`src/hdl/epac_defines.svh`:
```
// Purpose: constants of the parallel EEPROM access controller
// Assumes: ref_clk at 20 MHz; 13 address lines, 8 data lines
// Notes:   register map is word indexed on the Avalon-MM slave
`ifndef EPAC_DEFINES_SVH
`define EPAC_DEFINES_SVH
`define EPAC_ADDR_W        13
`define EPAC_PAGE_LSB      6
`define EPAC_PAGE_BYTES    7'h40
`define EPAC_CLK_HZ        20000000
`define EPAC_BYTE_LOAD_US  100
`define EPAC_BYTE_LOAD_CYC ((`EPAC_BYTE_LOAD_US*`EPAC_CLK_HZ)/1000000)
`define EPAC_WRITE_MS      2
`define EPAC_WRITE_CYC     ((`EPAC_WRITE_MS*`EPAC_CLK_HZ)/1000)
`define EPAC_WR_CYC        3'h4
`define EPAC_RD_CYC        3'h5
`define EPAC_REG_CTRL      3'h0
`define EPAC_REG_ADDR      3'h1
`define EPAC_REG_WDATA     3'h2
`define EPAC_REG_STATUS    3'h3
`define EPAC_REG_RDATA     3'h4
`define EPAC_OP_READ       3'h1
`define EPAC_OP_WRITE      3'h2
`define EPAC_OP_WRPROT     3'h3
`define EPAC_OP_POLL       3'h4
`define EPAC_OP_UNPROT     3'h5
`define EPAC_ST_BUSY       0
`define EPAC_ST_PAGE       1
`define EPAC_ST_PEND       2
`define EPAC_ST_ERR        3
`define EPAC_ST_TMO        4
`define EPAC_UNL_FIRST     4'h0
`define EPAC_UNL_LAST      4'h2
`define EPAC_DIS_FIRST     4'h3
`define EPAC_DIS_LAST      4'h8
`endif

```
`src/hdl/epac_pkg.sv`:
```
// Purpose: shared types of the EEPROM access controller
// Assumes: epac_defines.svh holds every number
// Notes:   pins travel as one packed struct
`include "epac_defines.svh"
package epac_pkg;
   // Pin group towards the memory
   typedef struct packed {
      logic                    ce_n;
      logic                    oe_n;
      logic                    we_n;
      logic [`EPAC_ADDR_W-1:0] addr;
      logic [7:0]              dq_out;
      logic                    dq_oe;
   } epac_pins_t;
   // One bus cycle request
   typedef struct packed {
      logic                    wr;
      logic [`EPAC_ADDR_W-1:0] addr;
      logic [7:0]              data;
   } epac_req_t;
   typedef enum logic [2:0] {
      C_IDLE, C_SETUP, C_STROBE, C_HOLD, C_GAP
   } epac_cyc_st_t;
   typedef enum logic [2:0] {
      S_IDLE, S_SEQ_GO, S_SEQ_WT, S_XF_GO, S_XF_WT, S_PL_GO, S_PL_WT
   } epac_op_st_t;
endpackage

```
`src/hdl/epac_host.sv`:
```
// Purpose: host controller for a byte-wide parallel EEPROM
// Assumes: software on Avalon-MM; one memory on the pins
// Notes:   page timing and end-of-write polling done here
//
// Implementation choices: register access over Avalon-MM and the placing of the registers.
`timescale 1ns/1ps
`default_nettype none
`include "epac_defines.svh"
module epac_host #(
   parameter int BYTE_LOAD_CYC = `EPAC_BYTE_LOAD_CYC,
   parameter int PROG_TMO_CYC  = 5 * `EPAC_WRITE_CYC,
   // Sequence pairs: entries 0-2 unlock, 3-8 disable (arbitrary values)
   parameter logic [`EPAC_ADDR_W-1:0] SEQ_ADDR [9] = '{
      13'h0A01, 13'h0502, 13'h0A03, 13'h0A04, 13'h0505,
      13'h0A06, 13'h0A07, 13'h0508, 13'h0A09},
   parameter logic [7:0] SEQ_DATA [9] = '{
      8'h11, 8'h22, 8'h33, 8'h44, 8'h55, 8'h66, 8'h77, 8'h88, 8'h99}
) (
   // Clock and reset
   input  wire logic              ref_clk,
   input  wire logic              reset,
   // Avalon-MM slave
   input  wire logic [2:0]        avs_address,
   input  wire logic              avs_read,
   input  wire logic              avs_write,
   input  wire logic [31:0]       avs_writedata,
   output logic [31:0]            avs_readdata,
   output logic                   avs_waitrequest,
   // Memory pins
   output epac_pkg::epac_pins_t   pins,
   input  wire logic [7:0]        dq_in
);
   import epac_pkg::*;
   localparam int LW = $clog2(BYTE_LOAD_CYC + 1);
   localparam int TW = $clog2(PROG_TMO_CYC + 1);
   if (BYTE_LOAD_CYC < 16 || PROG_TMO_CYC < 16) begin : g_chk
      $error("timing counts too small for the cycle engine");
   end

   logic          wait_ff, nxt_wait;   // Registered waitrequest
   logic [31:0]   rdd_ff, nxt_rdd;     // Registered readdata
   logic [`EPAC_ADDR_W-1:0] addr_ff, nxt_addr; // Target address
   logic [7:0]    wdat_ff, nxt_wdat;   // Byte to write
   logic [7:0]    rbyte_ff, nxt_rbyte; // Last byte read
   logic          err_ff, nxt_err;     // Refused command, sticky
   logic          tmo_ff, nxt_tmo;     // Polling gave up, sticky
   logic          pend_ff, nxt_pend;   // Memory programming
   epac_op_st_t   st_ff, nxt_st;       // Command phase
   logic [2:0]    op_ff, nxt_op;       // Current command
   logic [3:0]    idx_ff, nxt_idx;     // Sequence entry
   logic [3:0]    end_ff, nxt_end;     // Last sequence entry
   logic [LW-1:0] ltmr_ff, nxt_ltmr;   // Byte-load window
   logic [6:0]    bcnt_ff, nxt_bcnt;   // Data bytes in page
   logic [`EPAC_ADDR_W-1:0] laddr_ff, nxt_laddr; // Last written addr
   logic [7:0]    ldat_ff, nxt_ldat;   // Last written byte
   logic          prev6_ff, nxt_prev6; // Previous status bit six
   logic          first_ff, nxt_first; // First poll read
   logic [TW-1:0] ptmr_ff, nxt_ptmr;   // Poll time used
   logic          go_ff, nxt_go;       // Cycle launch
   epac_req_t     creq_ff, nxt_creq;   // Cycle request
   logic          cdone, cwf;
   logic [7:0]    crd;
   logic          req, stall, acc, ctrl_wr, stat_wr, busy, page_open;
   logic          bad_page;

   epac_cycle u_cycle (
      .ref_clk (ref_clk),
      .reset   (reset),
      .go      (go_ff),
      .req     (creq_ff),
      .done    (cdone),
      .rdata   (crd),
      .we_fall (cwf),
      .pins    (pins),
      .dq_in   (dq_in)
   );

   assign busy      = (st_ff != S_IDLE) || go_ff;
   assign page_open = (ltmr_ff != '0);
   assign req       = avs_read || avs_write;
   // New commands wait on the bus instead of being lost
   assign stall     = avs_write && (avs_address == `EPAC_REG_CTRL) && busy;
   assign acc       = req && !wait_ff;
   assign ctrl_wr   = acc && avs_write && (avs_address == `EPAC_REG_CTRL);
   assign stat_wr   = acc && avs_write && (avs_address == `EPAC_REG_STATUS);
   // Page bits must match while the page is open
   assign bad_page  = page_open && (bcnt_ff != 7'h00) &&
      (addr_ff[`EPAC_ADDR_W-1:`EPAC_PAGE_LSB] !=
       laddr_ff[`EPAC_ADDR_W-1:`EPAC_PAGE_LSB]);

   // Bus slave: one wait cycle (more while a command stalls), then the transfer completes
   always_comb begin
      nxt_wait = 1'b1;
      nxt_rdd  = rdd_ff;
      nxt_addr = addr_ff;
      nxt_wdat = wdat_ff;
      if (req && wait_ff && !stall) begin
         nxt_wait = 1'b0;
         nxt_rdd  = 32'h0000_0000; // Unmapped reads give zero
         if (avs_read) begin
            unique case (avs_address)
               `EPAC_REG_ADDR:   nxt_rdd[`EPAC_ADDR_W-1:0] = addr_ff;
               `EPAC_REG_WDATA:  nxt_rdd[7:0] = wdat_ff;
               `EPAC_REG_STATUS: nxt_rdd[4:0] =
                  {tmo_ff, err_ff, pend_ff, page_open, busy};
               `EPAC_REG_RDATA:  nxt_rdd[7:0] = rbyte_ff;
               default:          nxt_rdd = 32'h0000_0000;
            endcase
         end
      end
      if (acc && avs_write && avs_address == `EPAC_REG_ADDR) begin
         nxt_addr = avs_writedata[`EPAC_ADDR_W-1:0];
      end
      if (acc && avs_write && avs_address == `EPAC_REG_WDATA) begin
         nxt_wdat = avs_writedata[7:0];
      end
   end

   // Command sequencer, page window and completion polling
   always_comb begin
      nxt_st    = st_ff;
      nxt_op    = op_ff;
      nxt_idx   = idx_ff;
      nxt_end   = end_ff;
      nxt_go    = 1'b0;
      nxt_creq  = creq_ff;
      nxt_rbyte = rbyte_ff;
      nxt_laddr = laddr_ff;
      nxt_ldat  = ldat_ff;
      nxt_prev6 = prev6_ff;
      nxt_first = first_ff;
      nxt_ptmr  = ptmr_ff;
      nxt_bcnt  = bcnt_ff;
      nxt_ltmr  = ltmr_ff;
      nxt_pend  = pend_ff;
      // Software clears come first so a same-cycle set wins
      nxt_err   = err_ff && !(stat_wr && avs_writedata[`EPAC_ST_ERR]);
      nxt_tmo   = tmo_ff && !(stat_wr && avs_writedata[`EPAC_ST_TMO]);
      unique case (st_ff)
         S_IDLE: begin
            if (ctrl_wr) begin
               nxt_op = avs_writedata[2:0];
               unique case (avs_writedata[2:0])
                  `EPAC_OP_READ: nxt_st = S_XF_GO;
                  `EPAC_OP_WRITE, `EPAC_OP_WRPROT: begin
                     // No load while busy, off page or over a page
                     if (pend_ff || bad_page ||
                         bcnt_ff == `EPAC_PAGE_BYTES) begin
                        nxt_err = 1'b1;
                     end else if (avs_writedata[2:0] == `EPAC_OP_WRPROT &&
                                  !page_open) begin
                        // Unlock opens each protected page
                        nxt_idx = `EPAC_UNL_FIRST;
                        nxt_end = `EPAC_UNL_LAST;
                        nxt_st  = S_SEQ_GO;
                     end else begin
                        nxt_st = S_XF_GO;
                     end
                  end
                  `EPAC_OP_POLL: begin
                     nxt_first = 1'b1;
                     nxt_ptmr  = '0;
                     nxt_st    = S_PL_GO;
                  end
                  `EPAC_OP_UNPROT: begin
                     if (pend_ff || page_open) begin
                        nxt_err = 1'b1;
                     end else begin
                        nxt_idx = `EPAC_DIS_FIRST;
                        nxt_end = `EPAC_DIS_LAST;
                        nxt_st  = S_SEQ_GO;
                     end
                  end
                  default: nxt_err = 1'b1;
               endcase
            end
         end
         S_SEQ_GO: begin
            // Sequence pairs come from parameters
            nxt_creq = '{wr: 1'b1, addr: SEQ_ADDR[idx_ff],
                         data: SEQ_DATA[idx_ff]};
            nxt_go   = 1'b1;
            nxt_st   = S_SEQ_WT;
         end
         S_SEQ_WT: begin
            if (cdone) begin
               if (idx_ff != end_ff) begin
                  nxt_idx = idx_ff + 4'h1;
                  nxt_st  = S_SEQ_GO;
               end else if (op_ff == `EPAC_OP_UNPROT) begin
                  nxt_st = S_IDLE;
               end else begin
                  nxt_st = S_XF_GO;
               end
            end
         end
         S_XF_GO: begin
            nxt_creq = '{wr: (op_ff != `EPAC_OP_READ), addr: addr_ff,
                         data: wdat_ff};
            nxt_go   = 1'b1;
            nxt_st   = S_XF_WT;
         end
         S_XF_WT: begin
            if (cdone) begin
               if (creq_ff.wr) begin
                  // Only data bytes count toward the page
                  nxt_laddr = creq_ff.addr;
                  nxt_ldat  = creq_ff.data;
                  nxt_bcnt  = bcnt_ff + 7'h01;
               end else begin
                  nxt_rbyte = crd;
               end
               nxt_st = S_IDLE;
            end
         end
         S_PL_GO: begin
            nxt_creq = '{wr: 1'b0, addr: laddr_ff, data: 8'h00};
            nxt_go   = 1'b1;
            nxt_st   = S_PL_WT;
         end
         S_PL_WT: begin
            nxt_ptmr = ptmr_ff + TW'(1);
            if (cdone) begin
               nxt_rbyte = crd;
               nxt_prev6 = crd[6];
               nxt_first = 1'b0;
               // Steady bit six and true bit seven mean done
               if (!first_ff && crd[6] == prev6_ff &&
                   crd[7] == ldat_ff[7]) begin
                  nxt_pend = 1'b0;
                  nxt_st   = S_IDLE;
               end else if (ptmr_ff >= TW'(PROG_TMO_CYC)) begin
                  nxt_tmo  = 1'b1;
                  nxt_pend = 1'b0; // Give up, else no write or unprotect runs again
                  nxt_st   = S_IDLE;
               end else begin
                  nxt_st = S_PL_GO;
               end
            end
         end
         default: nxt_st = S_IDLE;
      endcase
      // Each falling strobe reopens the byte-load window
      if (cwf) begin
         nxt_ltmr = LW'(BYTE_LOAD_CYC);
      end else if (page_open) begin
         nxt_ltmr = ltmr_ff - LW'(1);
         if (ltmr_ff == LW'(1)) begin
            // Window lapses: memory starts programming
            nxt_pend = 1'b1;
            nxt_bcnt = 7'h00;
         end
      end
   end

   // Register all state
   always_ff @(posedge ref_clk or posedge reset) begin
      if (reset) begin
         wait_ff  <= 1'b1;
         rdd_ff   <= 32'h0000_0000;
         addr_ff  <= '0;
         wdat_ff  <= 8'h00;
         rbyte_ff <= 8'h00;
         err_ff   <= 1'b0;
         tmo_ff   <= 1'b0;
         pend_ff  <= 1'b0;
         st_ff    <= S_IDLE;
         op_ff    <= 3'h0;
         idx_ff   <= 4'h0;
         end_ff   <= 4'h0;
         ltmr_ff  <= '0;
         bcnt_ff  <= 7'h00;
         laddr_ff <= '0;
         ldat_ff  <= 8'h00;
         prev6_ff <= 1'b0;
         first_ff <= 1'b0;
         ptmr_ff  <= '0;
         go_ff    <= 1'b0;
         creq_ff  <= '0;
      end else begin
         wait_ff  <= nxt_wait;
         rdd_ff   <= nxt_rdd;
         addr_ff  <= nxt_addr;
         wdat_ff  <= nxt_wdat;
         rbyte_ff <= nxt_rbyte;
         err_ff   <= nxt_err;
         tmo_ff   <= nxt_tmo;
         pend_ff  <= nxt_pend;
         st_ff    <= nxt_st;
         op_ff    <= nxt_op;
         idx_ff   <= nxt_idx;
         end_ff   <= nxt_end;
         ltmr_ff  <= nxt_ltmr;
         bcnt_ff  <= nxt_bcnt;
         laddr_ff <= nxt_laddr;
         ldat_ff  <= nxt_ldat;
         prev6_ff <= nxt_prev6;
         first_ff <= nxt_first;
         ptmr_ff  <= nxt_ptmr;
         go_ff    <= nxt_go;
         creq_ff  <= nxt_creq;
      end
   end

   assign avs_waitrequest = wait_ff;
   assign avs_readdata    = rdd_ff;
endmodule
`default_nettype wire

```
`src/hdl/epac_cycle.sv`:
```
// Purpose: one read or write cycle on the memory pins
// Assumes: go only while idle; dq_in is asynchronous
// Notes:   write is strobe controlled, chip select brackets it
`timescale 1ns/1ps
`default_nettype none
`include "epac_defines.svh"
module epac_cycle (
   // Clock and reset
   input  wire logic              ref_clk,
   input  wire logic              reset,
   // Request side
   input  wire logic              go,
   input  wire epac_pkg::epac_req_t req,
   output logic                   done,
   output logic [7:0]             rdata,
   output logic                   we_fall,
   // Memory pins
   output epac_pkg::epac_pins_t   pins,
   input  wire logic [7:0]        dq_in
);
   import epac_pkg::*;
   epac_cyc_st_t st_ff, nxt_st;      // Cycle phase
   logic [2:0]   cnt_ff, nxt_cnt;    // Strobe width counter
   epac_req_t    req_ff, nxt_req;    // Held request
   epac_pins_t   pins_ff, nxt_pins;  // Pin drivers
   logic         done_ff, nxt_done;  // End of cycle pulse
   logic         wf_ff, nxt_wf;      // Falling write strobe pulse
   logic [7:0]   rd_ff, nxt_rd;      // Captured read byte
   logic [7:0]   s1_ff, s2_ff;       // Data input synchroniser

   // Next phase and pin levels
   always_comb begin
      nxt_st   = st_ff;
      nxt_cnt  = cnt_ff;
      nxt_req  = req_ff;
      nxt_pins = pins_ff;
      nxt_done = 1'b0;
      nxt_wf   = 1'b0;
      nxt_rd   = rd_ff;
      unique case (st_ff)
         C_IDLE: begin
            if (go) begin
               // Select first with both strobes high
               nxt_req         = req;
               nxt_pins.ce_n   = 1'b0;
               nxt_pins.oe_n   = 1'b1;
               nxt_pins.we_n   = 1'b1;
               nxt_pins.addr   = req.addr;
               nxt_pins.dq_out = req.data;
               nxt_pins.dq_oe  = req.wr;
               nxt_st          = C_SETUP;
            end
         end
         C_SETUP: begin
            if (req_ff.wr) begin
               // Strobe falls last, so it latches the address
               nxt_pins.we_n = 1'b0;
               nxt_wf        = 1'b1;
               nxt_cnt       = `EPAC_WR_CYC - 3'h1;
            end else begin
               nxt_pins.oe_n = 1'b0;
               nxt_cnt       = `EPAC_RD_CYC - 3'h1;
            end
            nxt_st = C_STROBE;
         end
         C_STROBE: begin
            if (cnt_ff == 3'h0) begin
               // Strobe rises before select, so it latches data
               nxt_pins.we_n = 1'b1;
               nxt_pins.oe_n = 1'b1;
               if (!req_ff.wr) begin
                  nxt_rd = s2_ff;
               end
               nxt_st = C_HOLD;
            end else begin
               nxt_cnt = cnt_ff - 3'h1;
            end
         end
         C_HOLD: begin
            // Data held two cycles past the strobe edge
            nxt_pins.ce_n = 1'b1;
            nxt_st        = C_GAP;
         end
         C_GAP: begin
            nxt_pins.dq_oe = 1'b0;
            nxt_done       = 1'b1;
            nxt_st         = C_IDLE;
         end
      endcase
   end

   // Register phase, pins and the two-stage input synchroniser
   always_ff @(posedge ref_clk or posedge reset) begin
      if (reset) begin
         st_ff   <= C_IDLE;
         cnt_ff  <= 3'h0;
         req_ff  <= '0;
         pins_ff <= '{ce_n: 1'b1, oe_n: 1'b1, we_n: 1'b1, default: '0};
         done_ff <= 1'b0;
         wf_ff   <= 1'b0;
         rd_ff   <= 8'h00;
         s1_ff   <= 8'h00;
         s2_ff   <= 8'h00;
      end else begin
         st_ff   <= nxt_st;
         cnt_ff  <= nxt_cnt;
         req_ff  <= nxt_req;
         pins_ff <= nxt_pins;
         done_ff <= nxt_done;
         wf_ff   <= nxt_wf;
         rd_ff   <= nxt_rd;
         s1_ff   <= dq_in;
         s2_ff   <= s1_ff;
      end
   end

   assign pins    = pins_ff;
   assign done    = done_ff;
   assign rdata   = rd_ff;
   assign we_fall = wf_ff;
endmodule
`default_nettype wire

```
`config.mk`:
```
export PLATFORM = sky130hd
export DESIGN_NAME = epac_host
export DESIGN_NICKNAME = d
export VERILOG_FILES = /design/src/hdl/epac_pkg.sv /design/src/hdl/epac_host.sv /design/src/hdl/epac_cycle.sv
export VERILOG_INCLUDE_DIRS = /design/src /design/src/hdl
export SDC_FILE = /design/constraint.sdc
export NUM_CORES = 1
export LEC_CHECK = 0
export BUFFER_PORTS_ARGS = -buffer_cell sky130_fd_sc_hd__buf_2
export CORE_MARGIN = 1.5
export CORE_UTILIZATION = 58
export CTS_CLUSTER_DIAMETER = 150
export DETAILED_ROUTE_END_ITERATION = 8
export PLACE_DENSITY = 0.79
export SETUP_SLACK_MARGIN = 0.15
export SYNTH_ARGS = -nofsm -noshare
export SYNTH_HDL_FRONTEND = slang
export SYNTH_SLANG_ARGS = --single-unit
```
`constraint.sdc`:
```
create_clock -name ref_clk -period 6.8 [get_ports ref_clk]
set_clock_uncertainty 0.05 [all_clocks]
set_input_delay 1.02 -clock ref_clk [delete_from_list [all_inputs] [get_ports ref_clk]]
set_output_delay 1.02 -clock ref_clk [all_outputs]
set_load 0.01 [all_outputs]
```
==> impl_results.md <==
- Slew of the pin with the lowest slew margin: 1.15 ns
- Max Fclk: 299 MHz
- Setup crit start kind: flip-flop
- Clock root buffer: clkbuf_16
- Commonest non-fill, non-tap cells in the layout: dfrtp_1 (187), nand2_1 (131), buf_2 (66), o21ai_0 (64), mux2_2 (59)
- Mapped Area: 8940 um^2
- Post-synth top area share: 0.524
- Setup_tns: 0 ns
- Post-synthesis cell type count: 69
- Critical Path End Type: flip-flop
- Clock power frac: 0.251
- Global-route usage over all layers: 0.248
- DRC viols: 0
- Largest net degree at the start of global routing: 122
- CP arrival: 3.65 ns
- Ant diodes: 0
- Relative slew slack: 0.230
- Most common cell after layout, fill and taps aside: dfrtp_1
- Sequential share of the synthesized area: 0.535
- Dpl cell area: 9300 um^2
- Sw Pwr: 0.00144 W
- Final net count: 959
- Number of global-route vias before repair: 6154
- Chip Width: 127 um
- Antenna violations before repair: 0
- Net Sw Frac: 0.369
- First-pass DRT Iterations: 7
- Die Ht: 127 um
- Cells on worst reg2reg path: 6
- Top cells by area, synth: dfrtp_1 (52%), mux2_2 (7.4%), nand2_1 (5.5%)
- Layout fillers: 1166
- Hold depth: 0
- Reg-to-Reg Start: st_ff[2]$_DFFE_PP0P_
- DP HPWL: 13.2 mm
- Remaining Overflow, GRT: 0
- Period utilisation layout: 0.491
- I/O pin count: 105
- Final std cells w/o fill: 1098
- Routed Wire Length: 19.2 mm
- Syn-to-layout area delta: 10.5%
- Layer with the highest usage: met2
- Clk buf depth: 2
- Avg WL per Cell: 17.4 um
- Max Cap Viol: 0
- Leak Pwr: 4.69 nW
- Gpl congestion: 0.853
- Dominant cell type by area after synthesis: dfrtp_1
- Met2 GRT Util: 0.400
- # setup viols final: 0
- Kind of critical path: reg2reg
- Grt met3 use: 0.0490
- Peak supply drop: 0.346 mV
- Reg-to-reg endpoint: bcnt_ff[5]$_DFF_PP0_
- Critical Path RT: 7.11 ns
- H-tree Lvls: 4
- R2R Setup Slk: 3.46 ns
- Comb pwr share: 0.279
- PostCTS Resize Cnt: 0
- Hold Fails Final Rpt: 0
- Setup Fix Bufs, Post-CTS: 0
- Max Slew Vio Count: 0
- CTS clk-pin slew, worst paths: 0.08 ns
- Port Buffer Count: 66
- Post-synth EDFFs: 0
- Min Tclk post-route: 3.34 ns
- Vias/cell: 5.92
- Final Util: 0.652
- Finished Cell Area: 9880 um^2
- Clock net sink count: 191
- Layout cells sized above 1: 0.201
- Main synth FF type: dfrtp_1
- Die area: 16200 um^2
- Ys Warns: 0
- 1st-iter DRT viols: 560
- PwrDens: 396 nW/um^2
- HP Class: reg2reg
- GRT met1 Usage: 0.328
- Internal: 0.00247 W
- TritonCTS clock tree: yes
- Clk_lat worst skew: 0.44 ns
- Number of synthesized register bits: 191
- Dpl cells: 1066
- Outcome: finished, final reports clean
- RSZ-0062 raised after global routing: false
- Cells after Synth: 850
- Num CTS Buffers: 17
- First-pass GRT wire length: 31.1 mm
- Row Count: 45
- Ys async rst share: 1.00
- Syn_area_per_cell: 10.5 um^2
- Core ar.: 15100 um^2
- Sequential Power Share: 0.470
- Worst Hold Path EP: u_cycle.s2_ff[3]$_DFF_PP0_
- Worst Hold Launch: u_cycle.s1_ff[3]$_DFF_PP0_
- Starting Density: 0.590
- Post-route ant nets: 0
- Hold-fix buffers, CTS: 0
- Vias: 6503
- Crit Path Max Fanout: 21
-- worst max path at each step --
stage / startpoint / endpoint / slack (ns)
final: st_ff[2]$_DFFE_PP0P_ / bcnt_ff[5]$_DFF_PP0_ / 3.46
after detailed placement: st_ff[2]$_DFFE_PP0P_ / bcnt_ff[5]$_DFF_PP0_ / 3.51
after floorplan: reset / addr_ff[0]$_DFFE_PP0P_ / 0.54
after global placement: st_ff[2]$_DFFE_PP0P_ / bcnt_ff[5]$_DFF_PP0_ / 3.57
after global routing: st_ff[2]$_DFFE_PP0P_ / bcnt_ff[5]$_DFF_PP0_ / 3.15
after CTS: st_ff[2]$_DFFE_PP0P_ / bcnt_ff[5]$_DFF_PP0_ / 3.50
-- synthesized netlist by cell type, types with 13 or more instances --
library cell and n:
a22oi_1 14, nand2_1 131, o21ai_0 64, nor3_1 15, mux2_2 59, nand4_1 13, nand3_1 13, inv_1 20
xor2_1 14, clkbuf_1 28, nor2_1 52, ha_1 15, and3_1 13, a22o_1 26, dfrtp_1 187, buf_4 20
a21oi_1 26, nand2b_1 13
-- power by group through the flow --
| stage | clock network (W) | logic, W | registers (W) |
|---|---|---|---|
| global route | 0.00104 | 0.00122 | 0.00188 |
| CTS | 0.000992 | 0.00109 | 0.00184 |
| detailed placement | 0 | 0.00109 | 0.00185 |
| global placement | 0 | 0.00104 | 0.00184 |
| floorplan | 0 | 0.000868 | 0.00172 |
| finish | 0.000983 | 0.00109 | 0.00184 |
-- worst max-delay path, stage by stage (launching register included) --
cell and delay [ns]:
dfrtp_1 0.78, inv_1 0.13, nor2_1 0.72, and3_1 0.78
nand4_1 0.26, or3_1 0.39, a21oi_1 0.14
-- stage by stage --
stage / hold slack (ns) / total power (W) / worst slack (ns)
after detailed placement: 0.286 / 0.00294 / 3.51
final: 0.300 / 0.00392 / 3.46
after CTS: 0.303 / 0.00392 / 3.50
after global placement: 0.282 / 0.00288 / 3.57
after floorplan: 0.281 / 0.00259 / 0.538
after global routing: 0.306 / 0.00414 / 3.15
-- registers in the layout, summed over array words and instances (netlist names), 11 cells and up --
register / flops
addr_ff: 13
creq_ff: 22
ltmr_ff: 11
avs_readdata: 13
u_cycle.pins: 25
laddr_ff: 13
ptmr_ff: 18
-- area by class of cell --
| type | count | area (um^2) | share of cell area |
|---|---|---|---|
| clock buffers | 19 | 443 | 0.0448 |
| well taps | 188 | 235 | 0.0238 |
| flip-flops and latches | 191 | 4780 | 0.484 |
| inverters | 20 | 82.6 | 0.00836 |
| clock inverters | 13 | 138 | 0.0139 |
| multi-input cells | 597 | 3830 | 0.388 |
| repair buffers | 70 | 360 | 0.0365 |
-- metal layers --
metal / vias to the layer above / wire length, um
li1: 3058 / -
met1: 3221 / 8140
met2: 181 / 9520
met3: 43 / 813
met4: 0 / 686
met5: - / 0
-- kinds of logic (layout without fill, tap and decap cells) --
kind of cell	after synthesis	count (layout)	share of synthesized area
xor+xnor	24	24	0.0235
buf+inv	80	122	0.0440
mux	67	67	0.0834
simple gates	296	296	0.162
fa+ha+maj	15	15	0.0210
other cells	1	19	0.000420
compound gates	176	176	0.130
flops	191	191	0.535
Note: power is estimated with default switching activity, not from simulation.
